<file path="src/irv_consts.svh">
`ifndef IRV_CONSTS_SVH
`define IRV_CONSTS_SVH
// register word offsets on the avalon slave
`define IRV_OFF_STATUS    4'h0
`define IRV_OFF_MASK      4'h1
`define IRV_OFF_ENABLE    4'h2
`define IRV_OFF_ELEVATE   4'h3
`define IRV_OFF_CONTROL   4'h4
`define IRV_OFF_VECTOR    4'h5
`define IRV_OFF_RSTCAUSE  4'h6
// reset values
`define IRV_RST_ENABLE    11'h000
`define IRV_RST_MASK      11'h000
`define IRV_RST_ELEVATE   8'hf2
`define IRV_RST_CONTROL   1'h1
// control field positions
`define IRV_CTL_IBIT      0
// vector table, maskable sources
`define IRV_VEC_T1_PAOV   16'hffac
`define IRV_VEC_T1_PAEDGE 16'hffaa
`define IRV_VEC_T2_CH4    16'hffa6
`define IRV_VEC_T2_CH5    16'hffa4
`define IRV_VEC_T2_CH6    16'hffa2
`define IRV_VEC_T2_CH7    16'hffa0
`define IRV_VEC_T2_PAOV   16'hff9c
`define IRV_VEC_T2_PAEDGE 16'hff9a
`define IRV_VEC_GEN_A     16'hff98
`define IRV_VEC_GEN_B     16'hff96
`define IRV_VEC_GEN_C     16'hff94
// reset vectors and priorities
`define IRV_VEC_RST_MAIN  16'hfffe
`define IRV_VEC_RST_CLK   16'hfffc
`define IRV_VEC_RST_WDOG  16'hfffa
`define IRV_PRI_RST_MAIN  2'h1
`define IRV_PRI_RST_CLK   2'h2
`define IRV_PRI_RST_WDOG  2'h3
`endif

</file>
<file path="src/irv_pkg.sv">
package irv_pkg;
  // number of maskable sources handled here
  localparam int IRV_NSRC = 11;
  // one avalon request
  typedef struct packed {
    logic        read;
    logic        write;
    logic [3:0]  address;
    logic [31:0] writedata;
  } irv_req_t;
  // one cpu vector fetch result
  typedef struct packed {
    logic        valid;
    logic [15:0] addr;
  } irv_vec_t;
  // reset cause
  typedef enum logic [1:0] {
    IRV_RC_NONE = 2'b00,
    IRV_RC_MAIN = 2'b01,
    IRV_RC_CLK  = 2'b10,
    IRV_RC_WDOG = 2'b11
  } irv_rcause_t;
endpackage

</file>
<file path="src/irv_src_gate.sv">
`timescale 1ns/100ps
`include "irv_consts.svh"
// one maskable source: local enable, i-bit mask, elevation match
module irv_src_gate import irv_pkg::*; #(
  parameter logic [15:0] VEC = 16'h0000
) (
  // source inputs
  input  wire logic       request,
  input  wire logic       local_en,
  input  wire logic       ibit,
  input  wire logic [7:0] elevate,
  // results
  output logic            active,
  output logic            elevated
);
  // gated by local enable and cleared i-bit
  assign active   = request & local_en & ~ibit;
  // elevation value is the vector low byte
  assign elevated = active & (elevate == VEC[7:0]);
endmodule

</file>
<file path="src/irv_vector_map.sv">
`timescale 1ns/100ps
`include "irv_consts.svh"
// Contract
// RULE1 - timer1 accumulator overflow to ffac, elev ac
// RULE2 - timer1 accumulator edge to ffaa, elev aa
// RULE3 - timer2 channels 4..7 to ffa6..ffa0
// RULE4 - timer2 accumulator overflow to ff9c
// RULE5 - timer2 accumulator edge to ff9a
// RULE6 - generator reloads a,b,c to ff98,96,94
// RULE7 - elevation value equals vector low byte
// RULE8 - resets fetch from the same table
// RULE9 - reset priorities 1,2,3 with fffe,fffc,fffa
// RULE10 - any reset forces defined start values
// RULE11 - ram contents untouched by reset
// RULE12 - unelevated ties go to higher vector
module irv_vector_map import irv_pkg::*; #(
  parameter int NSRC = IRV_NSRC
) (
  // clock and reset
  input  wire logic        core_clk,
  input  wire logic        arst_n,
  // avalon-mm slave
  input  wire logic [3:0]  avs_address,
  input  wire logic        avs_read,
  input  wire logic        avs_write,
  input  wire logic [31:0] avs_writedata,
  output logic [31:0]      avs_readdata,
  output logic             avs_waitrequest,
  // peripheral request lines, bit 0 = ffac ... bit 10 = ff94
  input  wire logic [10:0] src_req,
  // system reset sources, level, sampled
  input  wire logic        por_rst,
  input  wire logic        pin_rst,
  input  wire logic        lvr_rst,
  input  wire logic        clkmon_rst,
  input  wire logic        wdog_rst,
  // cpu vector fetch
  input  wire logic        vec_ack,
  output logic             vec_valid,
  output logic [15:0]      vec_addr,
  output logic             sys_rst,
  // interrupt out
  output logic             irq
);
  // elaboration check: table, masks and registers are sized for eleven sources
  if (NSRC != 11) begin : gen_bad_nsrc
    $error("irv_vector_map supports exactly 11 sources");
  end

  // vector table for the maskable sources, index 0 highest address
  localparam logic [15:0] VTAB [0:10] = '{
    `IRV_VEC_T1_PAOV,  // RULE1
    `IRV_VEC_T1_PAEDGE, // RULE2
    `IRV_VEC_T2_CH4, `IRV_VEC_T2_CH5, `IRV_VEC_T2_CH6, `IRV_VEC_T2_CH7, // RULE3
    `IRV_VEC_T2_PAOV,  // RULE4
    `IRV_VEC_T2_PAEDGE, // RULE5
    `IRV_VEC_GEN_A, `IRV_VEC_GEN_B, `IRV_VEC_GEN_C // RULE6
  };

  // software registers
  logic [10:0]      local_en;   // local interrupt enables
  logic [7:0]       elevate;    // priority elevation value
  logic             ibit;       // cpu i-bit mirror
  logic [10:0]      status;     // sticky pending bits
  logic [10:0]      mask;       // unmask bits for irq
  irv_rcause_t      rcause;     // last reset cause
  // gating results
  logic [10:0]      active;
  logic [10:0]      elev_hit;
  irv_req_t         req;

  assign req = '{read: avs_read, write: avs_write, address: avs_address,
                 writedata: avs_writedata};

  // per source gating, one instance each
  genvar g;
  generate
    for (g = 0; g < 11; g++) begin : gen_src
      irv_src_gate #(.VEC(VTAB[g])) u_gate (
        .request  (src_req[g]),
        .local_en (local_en[g]),
        .ibit     (ibit),
        .elevate  (elevate),
        .active   (active[g]),
        .elevated (elev_hit[g])
      );
    end
  endgenerate

  // reset arbitration, lowest priority number wins
  wire rst_main = por_rst | pin_rst | lvr_rst;
  wire rst_any  = rst_main | clkmon_rst | wdog_rst;
  wire [15:0] rst_vec = rst_main   ? `IRV_VEC_RST_MAIN :  // RULE9
                        clkmon_rst ? `IRV_VEC_RST_CLK  :  // RULE9
                                     `IRV_VEC_RST_WDOG;   // RULE9
  wire irv_rcause_t rst_cause = rst_main   ? IRV_RC_MAIN :
                                clkmon_rst ? IRV_RC_CLK  : IRV_RC_WDOG;

  // pick elevated source, else highest vector address
  logic [3:0] pick;
  logic       pick_ok;
  always_comb begin
    pick    = 4'h0;
    pick_ok = 1'b0;
    for (int i = 10; i >= 0; i--) begin
      if (active[i]) begin
        pick    = 4'(i);  // RULE12
        pick_ok = 1'b1;
      end
    end
    for (int i = 0; i < 11; i++) begin
      if (elev_hit[i]) begin
        pick    = 4'(i);  // RULE7
        pick_ok = 1'b1;
      end
    end
  end

  // resets and interrupts share one fetch path
  wire irv_vec_t next_vec = rst_any ? irv_vec_t'{valid: 1'b1, addr: rst_vec} :  // RULE8
                            pick_ok ? irv_vec_t'{valid: 1'b1, addr: VTAB[pick]} :
                                      irv_vec_t'{valid: 1'b0, addr: 16'h0000};

  // bus decode
  wire wr_en   = req.write & ~avs_waitrequest;
  // read data are captured when the request is first seen, so they stand with waitrequest low
  wire rd_en   = req.read  & avs_waitrequest;
  wire wr_stat = wr_en & (req.address == `IRV_OFF_STATUS);
  wire wr_mask = wr_en & (req.address == `IRV_OFF_MASK);
  wire wr_en_r = wr_en & (req.address == `IRV_OFF_ENABLE);
  wire wr_elev = wr_en & (req.address == `IRV_OFF_ELEVATE);
  wire wr_ctl  = wr_en & (req.address == `IRV_OFF_CONTROL);
  // next sticky and mask values for the interrupt line; only stat_keep is shared with the status register
  wire [10:0] stat_clr    = wr_stat ? req.writedata[10:0] : 11'h000;
  wire [10:0] stat_keep   = (status & ~stat_clr) | active;  // set wins over clear
  wire [10:0] next_status = rst_any ? 11'h000 : stat_keep;
  wire [10:0] next_mask   = rst_any ? `IRV_RST_MASK :
                            wr_mask ? req.writedata[10:0] : mask;
  logic [31:0] rd_mux;
  always_comb begin
    unique case (req.address)
      `IRV_OFF_STATUS:   rd_mux = {21'h0, status};
      `IRV_OFF_MASK:     rd_mux = {21'h0, mask};
      `IRV_OFF_ENABLE:   rd_mux = {21'h0, local_en};
      `IRV_OFF_ELEVATE:  rd_mux = {24'h0, elevate};
      `IRV_OFF_CONTROL:  rd_mux = {31'h0, ibit};
      `IRV_OFF_VECTOR:   rd_mux = {15'h0, vec_valid, vec_addr};
      `IRV_OFF_RSTCAUSE: rd_mux = {30'h0, rcause};
      default:           rd_mux = 32'h0;
    endcase
  end

  // waitrequest: one wait cycle per access, then accept
  always_ff @(posedge core_clk or negedge arst_n) begin
    if (!arst_n) begin
      avs_waitrequest <= 1'b1;
      avs_readdata    <= 32'h0;
    end else begin
      avs_waitrequest <= ~((req.read | req.write) & avs_waitrequest);
      if (rd_en) begin
        avs_readdata <= rd_mux;
      end
    end
  end

  // control registers, all to start values on any reset
  always_ff @(posedge core_clk or negedge arst_n) begin
    if (!arst_n) begin
      local_en <= `IRV_RST_ENABLE;   // RULE10
      mask     <= `IRV_RST_MASK;     // RULE10
      elevate  <= `IRV_RST_ELEVATE;  // RULE10
      ibit     <= `IRV_RST_CONTROL;  // RULE10
    end else if (rst_any) begin
      local_en <= `IRV_RST_ENABLE;   // RULE10
      mask     <= `IRV_RST_MASK;
      elevate  <= `IRV_RST_ELEVATE;
      ibit     <= `IRV_RST_CONTROL;
    end else begin
      if (wr_en_r) local_en <= req.writedata[10:0];
      if (wr_mask) mask     <= req.writedata[10:0];
      if (wr_elev) elevate  <= req.writedata[7:0];
      if (wr_ctl)  ibit     <= req.writedata[`IRV_CTL_IBIT];
    end
  end

  // sticky status: set beats write-one-to-clear
  always_ff @(posedge core_clk or negedge arst_n) begin
    if (!arst_n) begin
      status <= 11'h000;
    end else if (rst_any) begin
      status <= 11'h000;  // RULE10
    end else begin
      status <= stat_keep;
    end
  end

  // reset cause loaded with the new cause on each system reset, cleared only by arst_n
  always_ff @(posedge core_clk or negedge arst_n) begin
    if (!arst_n) begin
      rcause <= IRV_RC_NONE;
    end else if (rst_any) begin
      rcause <= rst_cause;
    end
  end

  // vector output held until the cpu acknowledges or a reset source replaces it
  always_ff @(posedge core_clk or negedge arst_n) begin
    if (!arst_n) begin
      vec_valid <= 1'b0;
      vec_addr  <= 16'h0000;
      sys_rst   <= 1'b1;
      irq       <= 1'b0;
    end else begin
      sys_rst <= rst_any;
      irq     <= |(next_status & next_mask);
      if (rst_any || !vec_valid || vec_ack) begin
        vec_valid <= next_vec.valid;
        vec_addr  <= next_vec.addr;
      end
    end
  end
  // ram is outside this block and has no reset path here  // RULE11

  // checks
  property p_rst_main;
    @(posedge core_clk) disable iff (!arst_n)
      (por_rst | pin_rst | lvr_rst) |=> (vec_valid && vec_addr == 16'hfffe);
  endproperty
  a_rst_main: assert property (p_rst_main) else $error("main reset vector wrong"); // RULE9
  property p_rst_clk;
    @(posedge core_clk) disable iff (!arst_n)
      (clkmon_rst && !rst_main) |=> (vec_addr == 16'hfffc);
  endproperty
  a_rst_clk: assert property (p_rst_clk) else $error("clock monitor vector wrong"); // RULE9
  property p_rst_wdog;
    @(posedge core_clk) disable iff (!arst_n)
      (wdog_rst && !rst_main && !clkmon_rst) |=> (vec_addr == 16'hfffa);
  endproperty
  a_rst_wdog: assert property (p_rst_wdog) else $error("watchdog vector wrong"); // RULE9
  property p_rst_defaults;
    @(posedge core_clk) disable iff (!arst_n)
      rst_any |=> (local_en == 11'h000 && ibit && elevate == 8'hf2);
  endproperty
  a_rst_defaults: assert property (p_rst_defaults) else $error("reset values lost"); // RULE10
  property p_ibit_blocks;
    @(posedge core_clk) disable iff (!arst_n)
      (ibit && !rst_any && !vec_valid) |=> !vec_valid;
  endproperty
  a_ibit_blocks: assert property (p_ibit_blocks) else $error("masked source fetched"); // RULE1
  property p_t1_paov;
    @(posedge core_clk) disable iff (!arst_n)
      (!rst_any && !vec_valid && active[0] && elev_hit == 11'h0) |=> vec_addr == 16'hffac;
  endproperty
  a_t1_paov: assert property (p_t1_paov) else $error("top source not first"); // RULE12
  property p_gen_c;
    @(posedge core_clk) disable iff (!arst_n)
      (!rst_any && !vec_valid && active == 11'h400) |=> vec_addr == 16'hff94;
  endproperty
  a_gen_c: assert property (p_gen_c) else $error("generator c vector wrong"); // RULE6
  property p_elevate;
    @(posedge core_clk) disable iff (!arst_n)
      (!rst_any && !vec_valid && |elev_hit) |=> vec_addr[7:0] == $past(elevate);
  endproperty
  a_elevate: assert property (p_elevate) else $error("elevated source not first"); // RULE7
  // timer1 edge source alone fetches its own vector
  property p_t1_edge;
    @(posedge core_clk) disable iff (!arst_n)
      (!rst_any && !vec_valid && active == 11'h002) |=> vec_addr == `IRV_VEC_T1_PAEDGE;
  endproperty
  a_t1_edge: assert property (p_t1_edge) else $error("timer1 edge vector wrong"); // RULE2
  // timer2 channel 4 alone fetches the top channel vector
  property p_t2_ch4;
    @(posedge core_clk) disable iff (!arst_n)
      (!rst_any && !vec_valid && active == 11'h004) |=> vec_addr == `IRV_VEC_T2_CH4;
  endproperty
  a_t2_ch4: assert property (p_t2_ch4) else $error("timer2 channel 4 vector wrong"); // RULE3
  // timer2 channel 7 alone fetches the bottom channel vector
  property p_t2_ch7;
    @(posedge core_clk) disable iff (!arst_n)
      (!rst_any && !vec_valid && active == 11'h020) |=> vec_addr == `IRV_VEC_T2_CH7;
  endproperty
  a_t2_ch7: assert property (p_t2_ch7) else $error("timer2 channel 7 vector wrong"); // RULE3
  // timer2 accumulator overflow alone
  property p_t2_paov;
    @(posedge core_clk) disable iff (!arst_n)
      (!rst_any && !vec_valid && active == 11'h040) |=> vec_addr == `IRV_VEC_T2_PAOV;
  endproperty
  a_t2_paov: assert property (p_t2_paov) else $error("timer2 overflow vector wrong"); // RULE4
  // timer2 accumulator edge alone
  property p_t2_paedge;
    @(posedge core_clk) disable iff (!arst_n)
      (!rst_any && !vec_valid && active == 11'h080) |=> vec_addr == `IRV_VEC_T2_PAEDGE;
  endproperty
  a_t2_paedge: assert property (p_t2_paedge) else $error("timer2 edge vector wrong"); // RULE5
  // generator a reload alone
  property p_gen_a;
    @(posedge core_clk) disable iff (!arst_n)
      (!rst_any && !vec_valid && active == 11'h100) |=> vec_addr == `IRV_VEC_GEN_A;
  endproperty
  a_gen_a: assert property (p_gen_a) else $error("generator a vector wrong"); // RULE6
  // generator b reload alone
  property p_gen_b;
    @(posedge core_clk) disable iff (!arst_n)
      (!rst_any && !vec_valid && active == 11'h200) |=> vec_addr == `IRV_VEC_GEN_B;
  endproperty
  a_gen_b: assert property (p_gen_b) else $error("generator b vector wrong"); // RULE6
  // every reset source fetches from the top of the shared table
  property p_rst_table;
    @(posedge core_clk) disable iff (!arst_n)
      rst_any |=> (vec_valid && vec_addr >= `IRV_VEC_RST_WDOG);
  endproperty
  a_rst_table: assert property (p_rst_table) else $error("reset vector outside table"); // RULE8
  // system reset output follows the sources by one cycle
  property p_sys_rst;
    @(posedge core_clk) disable iff (!arst_n)
      1'b1 |=> (sys_rst == $past(rst_any));
  endproperty
  a_sys_rst: assert property (p_sys_rst) else $error("system reset output wrong"); // RULE10
  // reset cause only moves on a reset source
  property p_rcause_keep;
    @(posedge core_clk) disable iff (!arst_n)
      !rst_any |=> $stable(rcause);
  endproperty
  a_rcause_keep: assert property (p_rcause_keep) else $error("reset cause changed"); // RULE9
  // an unacknowledged vector is never replaced by an interrupt
  property p_vec_hold;
    @(posedge core_clk) disable iff (!arst_n)
      (vec_valid && !vec_ack && !rst_any) |=> (vec_valid && $stable(vec_addr));
  endproperty
  a_vec_hold: assert property (p_vec_hold) else $error("pending vector replaced");
  // interrupt line is high exactly while an unmasked sticky bit is set
  property p_irq_level;
    @(posedge core_clk) disable iff (!arst_n)
      irq == |(status & mask);
  endproperty
  a_irq_level: assert property (p_irq_level) else $error("interrupt line wrong");
  // a source event is kept even when cleared in the same cycle
  property p_set_wins;
    @(posedge core_clk) disable iff (!arst_n)
      (!rst_any && |active) |=> ((status & $past(active)) == $past(active));
  endproperty
  a_set_wins: assert property (p_set_wins) else $error("status event lost");
  // waitrequest drops for one cycle only
  property p_wait_one;
    @(posedge core_clk) disable iff (!arst_n)
      !avs_waitrequest |=> avs_waitrequest;
  endproperty
  a_wait_one: assert property (p_wait_one) else $error("waitrequest low too long");
endmodule

</file>
<file path="config.mk">
export PLATFORM = sky130hd
export DESIGN_NAME = irv_vector_map
export DESIGN_NICKNAME = d
export VERILOG_FILES = /design/src/irv_pkg.sv /design/src/irv_src_gate.sv /design/src/irv_vector_map.sv
export VERILOG_INCLUDE_DIRS = /design/src
export SDC_FILE = /design/constraint.sdc
export NUM_CORES = 1
export LEC_CHECK = 0
export BUFFER_PORTS_ARGS = -buffer_cell sky130_fd_sc_hd__buf_2
export CORE_MARGIN = 2
export CORE_UTILIZATION = 45
export DETAILED_ROUTE_END_ITERATION = 16
export GPL_TIMING_DRIVEN = 1
export MAX_ROUTING_LAYER = met4
export PLACE_DENSITY_LB_ADDON = 0.05
export SLEW_MARGIN = 20
export SYNTH_ARGS = -nofsm -noshare
export SYNTH_HDL_FRONTEND = slang
export SYNTH_SLANG_ARGS = --single-unit
</file>
<file path="constraint.sdc">
create_clock -name core_clk -period 4.5 [get_ports core_clk]
set_clock_uncertainty 0.15 [all_clocks]
set_input_delay 0.225 -clock core_clk [delete_from_list [all_inputs] [get_ports core_clk]]
set_output_delay 0.225 -clock core_clk [all_outputs]
set_load 0.005 [all_outputs]
</file>
==> metrics.yaml <==
yosys_warnings: 0
die_area_sq_um: 10070
antenna_found_initial: 0
cts_setup_buffers: 0
clockPowerShare: 0.459
ys_ff_latch: 66
grt_setup_unrepaired: "no"
synthCells: 457
drive_gt1_frac: 0.2398
port_buffers: 71
hold_viol: 0
overflow: 0
antennaDiodeCount: 0
synth_enable_flop_cells: 0
reg2reg_slack_ns: 0.59
grt_start_max_net_pins: 54
whs_endpoint: "local_en[8]"
relSlewSlack: 0.3598
clock_latency_ns: 0.35
cts.sinks: 66
grt_pass1_wl_um: 19660
die_w_um: 100.4
yosysSeqAreaShare: 0.3976
gp_congestion: 0.8720
rr_worst_depth: 11
worstHoldStart: "avs_writedata[8]"
hold_ws_ns: 0.002519
clk_path_buf_depth: 2
period_share: 0.8688
p_int_mw: 1.020
power.leakage_nw: 2.052
ys_types: 67
clk_pin_slew_ns: 0.08
max_freq_ghz: 0.2558
grt_pass1_vias: 3636
path_class: "register to register"
vias: 3683
area_growth_pct: 13.74
cts_buffers: 9
r2r-end: "vec_addr[2]"
combPwrFrac: 0.092
ant_nets: 0
irDropWorstVdd_uv: 148.3
dieHeight_um: 100.4
end_kind: "register"
root_buffer: "clkbuf_8"
power.share.sequential: 0.449
min_path_type: "primary input to register"
critPathMaxFanout: 22
num-fill-cells: 895
htreeDepth: 3
maxCapViolCount: 0
nNetsFinal: 576
async_flop_share: 1.000
io_pins: 109
initialDrtViolationCount: 199
fin_tns_setup_ns: 0
post-route-util: 0.5218
holdPathStages: 3
r2r_start: "ibit"
p_sw_uw: 339.8
worstPathArrival_ns: 3.99
row_count: 35
initial_core_util: 0.4588
grtUsageTotal: 0.2647
period_needed_ns: 3.910
powerDensity_nw_per_um2: 286.1
syn_area_sq_um: 4179
required_ns: 4.58
p_sw_frac: 0.2499
place_hpwl_um: 8804
cts_tree: "done"
drcViolationCount: 0
status: "completed"
setup-violations-final: 0
core-area_sq_um: 9109
drt-total-wl_um: 12430
startpoint_type: "register"
post_drt_wl_per_cell_um: 19.80
worst_pin_slew_ns: 0.9604
viasPerCell: 5.865
syn_area_per_cell_sq_um: 9.144
drt_pre_antenna_iters: 6
synth_ff_type: "dfrtp_1"
crit_start: "ibit"
drv_slew: 0
-- critical path, stage by stage (launching register included) --
cell           delay [ns]
dfstp_2              0.82
inv_1                0.23
and3_1               0.22
o21ai_0              0.23
nand3_1              0.10
a311o_1              0.35
o21a_1               0.25
ha_1                 0.22
and3b_1              0.16
o311ai_1             0.36
nand3_1              0.12
dlygate4sd3_1        0.57
-- cell usage in the layout (no fill, tap or decap), types with 3 or more instances in the layout --
cell | synthesis | routed
ha_1 | 7 | 7
dfrtp_1 | 58 | 58
dfstp_2 | 8 | 8
mux2i_1 | 30 | 30
nor2_1 | 48 | 48
or3_1 | 3 | 3
nor2b_1 | 8 | 8
and3_1 | 6 | 6
o21ai_0 | 9 | 9
nand3b_1 | 3 | 3
a22o_1 | 10 | 10
nand2_1 | 44 | 44
buf_4 | 31 | 5
nand2b_1 | 3 | 3
o22ai_1 | 8 | 8
a21oi_1 | 27 | 27
a31oi_1 | 3 | 3
conb_1 | 1 | 16
mux2_2 | 8 | 8
a22oi_1 | 14 | 14
nand3_1 | 32 | 32
nand4_1 | 3 | 3
bufinv_16 | 0 | 3
nor3_1 | 12 | 12
buf_2 | 9 | 71
clkbuf_8 | 0 | 9
dlygate4sd3_1 | 0 | 9
inv_1 | 5 | 5
-- power by group through the flow --
stage                     clock network [mW]  logic, mW  registers (mW)
final                                  0.624      0.125           0.610
after global routing                   0.653      0.138           0.611
after CTS                              0.633      0.125           0.610
after detailed placement                   0      0.119           0.622
after global placement                     0      0.118           0.621
after floorplan                            0     0.0666           0.622
-- sequential cells by signal, summed over array words and instances (netlist names), 2 cells and up --
signal	count
avs_readdata	12
elevate	8
rcause	2
mask	11
status	11
vec_addr	7
local_en	11
-- stage by stage --
step           setup WS (ns)  total power, mW  area (sq um)  instances
2_1_floorplan          1.648           0.6881          4235        472
3_3_place_gp           1.299           0.7390          4422        603
3_5_place_dp           1.224           0.7409          4422        603
4_1_cts               0.6666            1.369          4753        628
5_1_grt               0.4115            1.402          4753        628
6_report              0.5904            1.360          4753        628
-- worst max path at each step --
stage | to | slack [ns] | depth (start not counted)
6_report | vec_addr[2] | 0.59 | 11
5_1_grt | vec_addr[2] | 0.41 | 11
4_1_cts | vec_addr[2] | 0.67 | 11
3_5_place_dp | vec_addr[2] | 1.22 | 10
3_3_place_gp | vec_addr[2] | 1.30 | 10
2_1_floorplan | vec_addr[1] | 1.65 | 10
-- layout make-up --
type / instances / area, sq um / share of cell area
Multi-Input combinational cell: 344 / 2206 / 0.4641
Sequential cell: 66 / 1662 / 0.3496
Timing Repair Buffer: 85 / 483.0 / 0.1016
Tap cell: 111 / 138.9 / 0.02922
Clock buffer: 10 / 127.6 / 0.02685
Clock inverter: 6 / 113.9 / 0.02395
Inverter: 6 / 22.52 / 0.004738
-- cell families (layout without fill, tap and decap cells) --
family,count (synthesis),after routing,share of synthesized area
adder cells (fa/ha/maj),7,7,0.02096
buffers and inverters,62,107,0.08802
multiplexers,40,40,0.1042
other,1,16,0.0008973
AO/OA/AOI/OAI,100,100,0.1686
AND/OR/NAND/NOR,180,180,0.2177
flip-flops,66,66,0.3976
XOR/XNOR,1,1,0.002096
-- cells in the mapped netlist (8+ instances only) --
cell type	count	area [sq um]
a21oi_1	27	135.1
a22o_1	10	87.58
a22oi_1	14	105.1
buf_2	9	45.04
buf_4	31	232.7
clkbuf_1	12	45.04
dfrtp_1	58	1451
dfstp_2	8	210.2
mux2_2	8	90.09
mux2i_1	30	300.3
nand2_1	44	165.2
nand3_1	32	160.2
nor2_1	48	180.2
nor2b_1	8	50.05
nor3_1	12	60.06
o21ai_0	9	45.04
o22ai_1	8	50.05
-- what timing repair did --
item                                    in CTS  in global routing
hold buffers                                 9                  0
gates resized for setup                      0                  0
endpoints found under the setup margin       0                  0
hold endpoints to repair                    39                  0
-- layer usage --
layer,track usage,up-vias,wire length [um]
met5,-,-,0
met3,0.03134,21,576
met1,0.3546,1823,5536
met2,0.4223,126,6099
met4,0.08219,0,221
li1,-,1713,-
(Power assumes the default switching activity.)
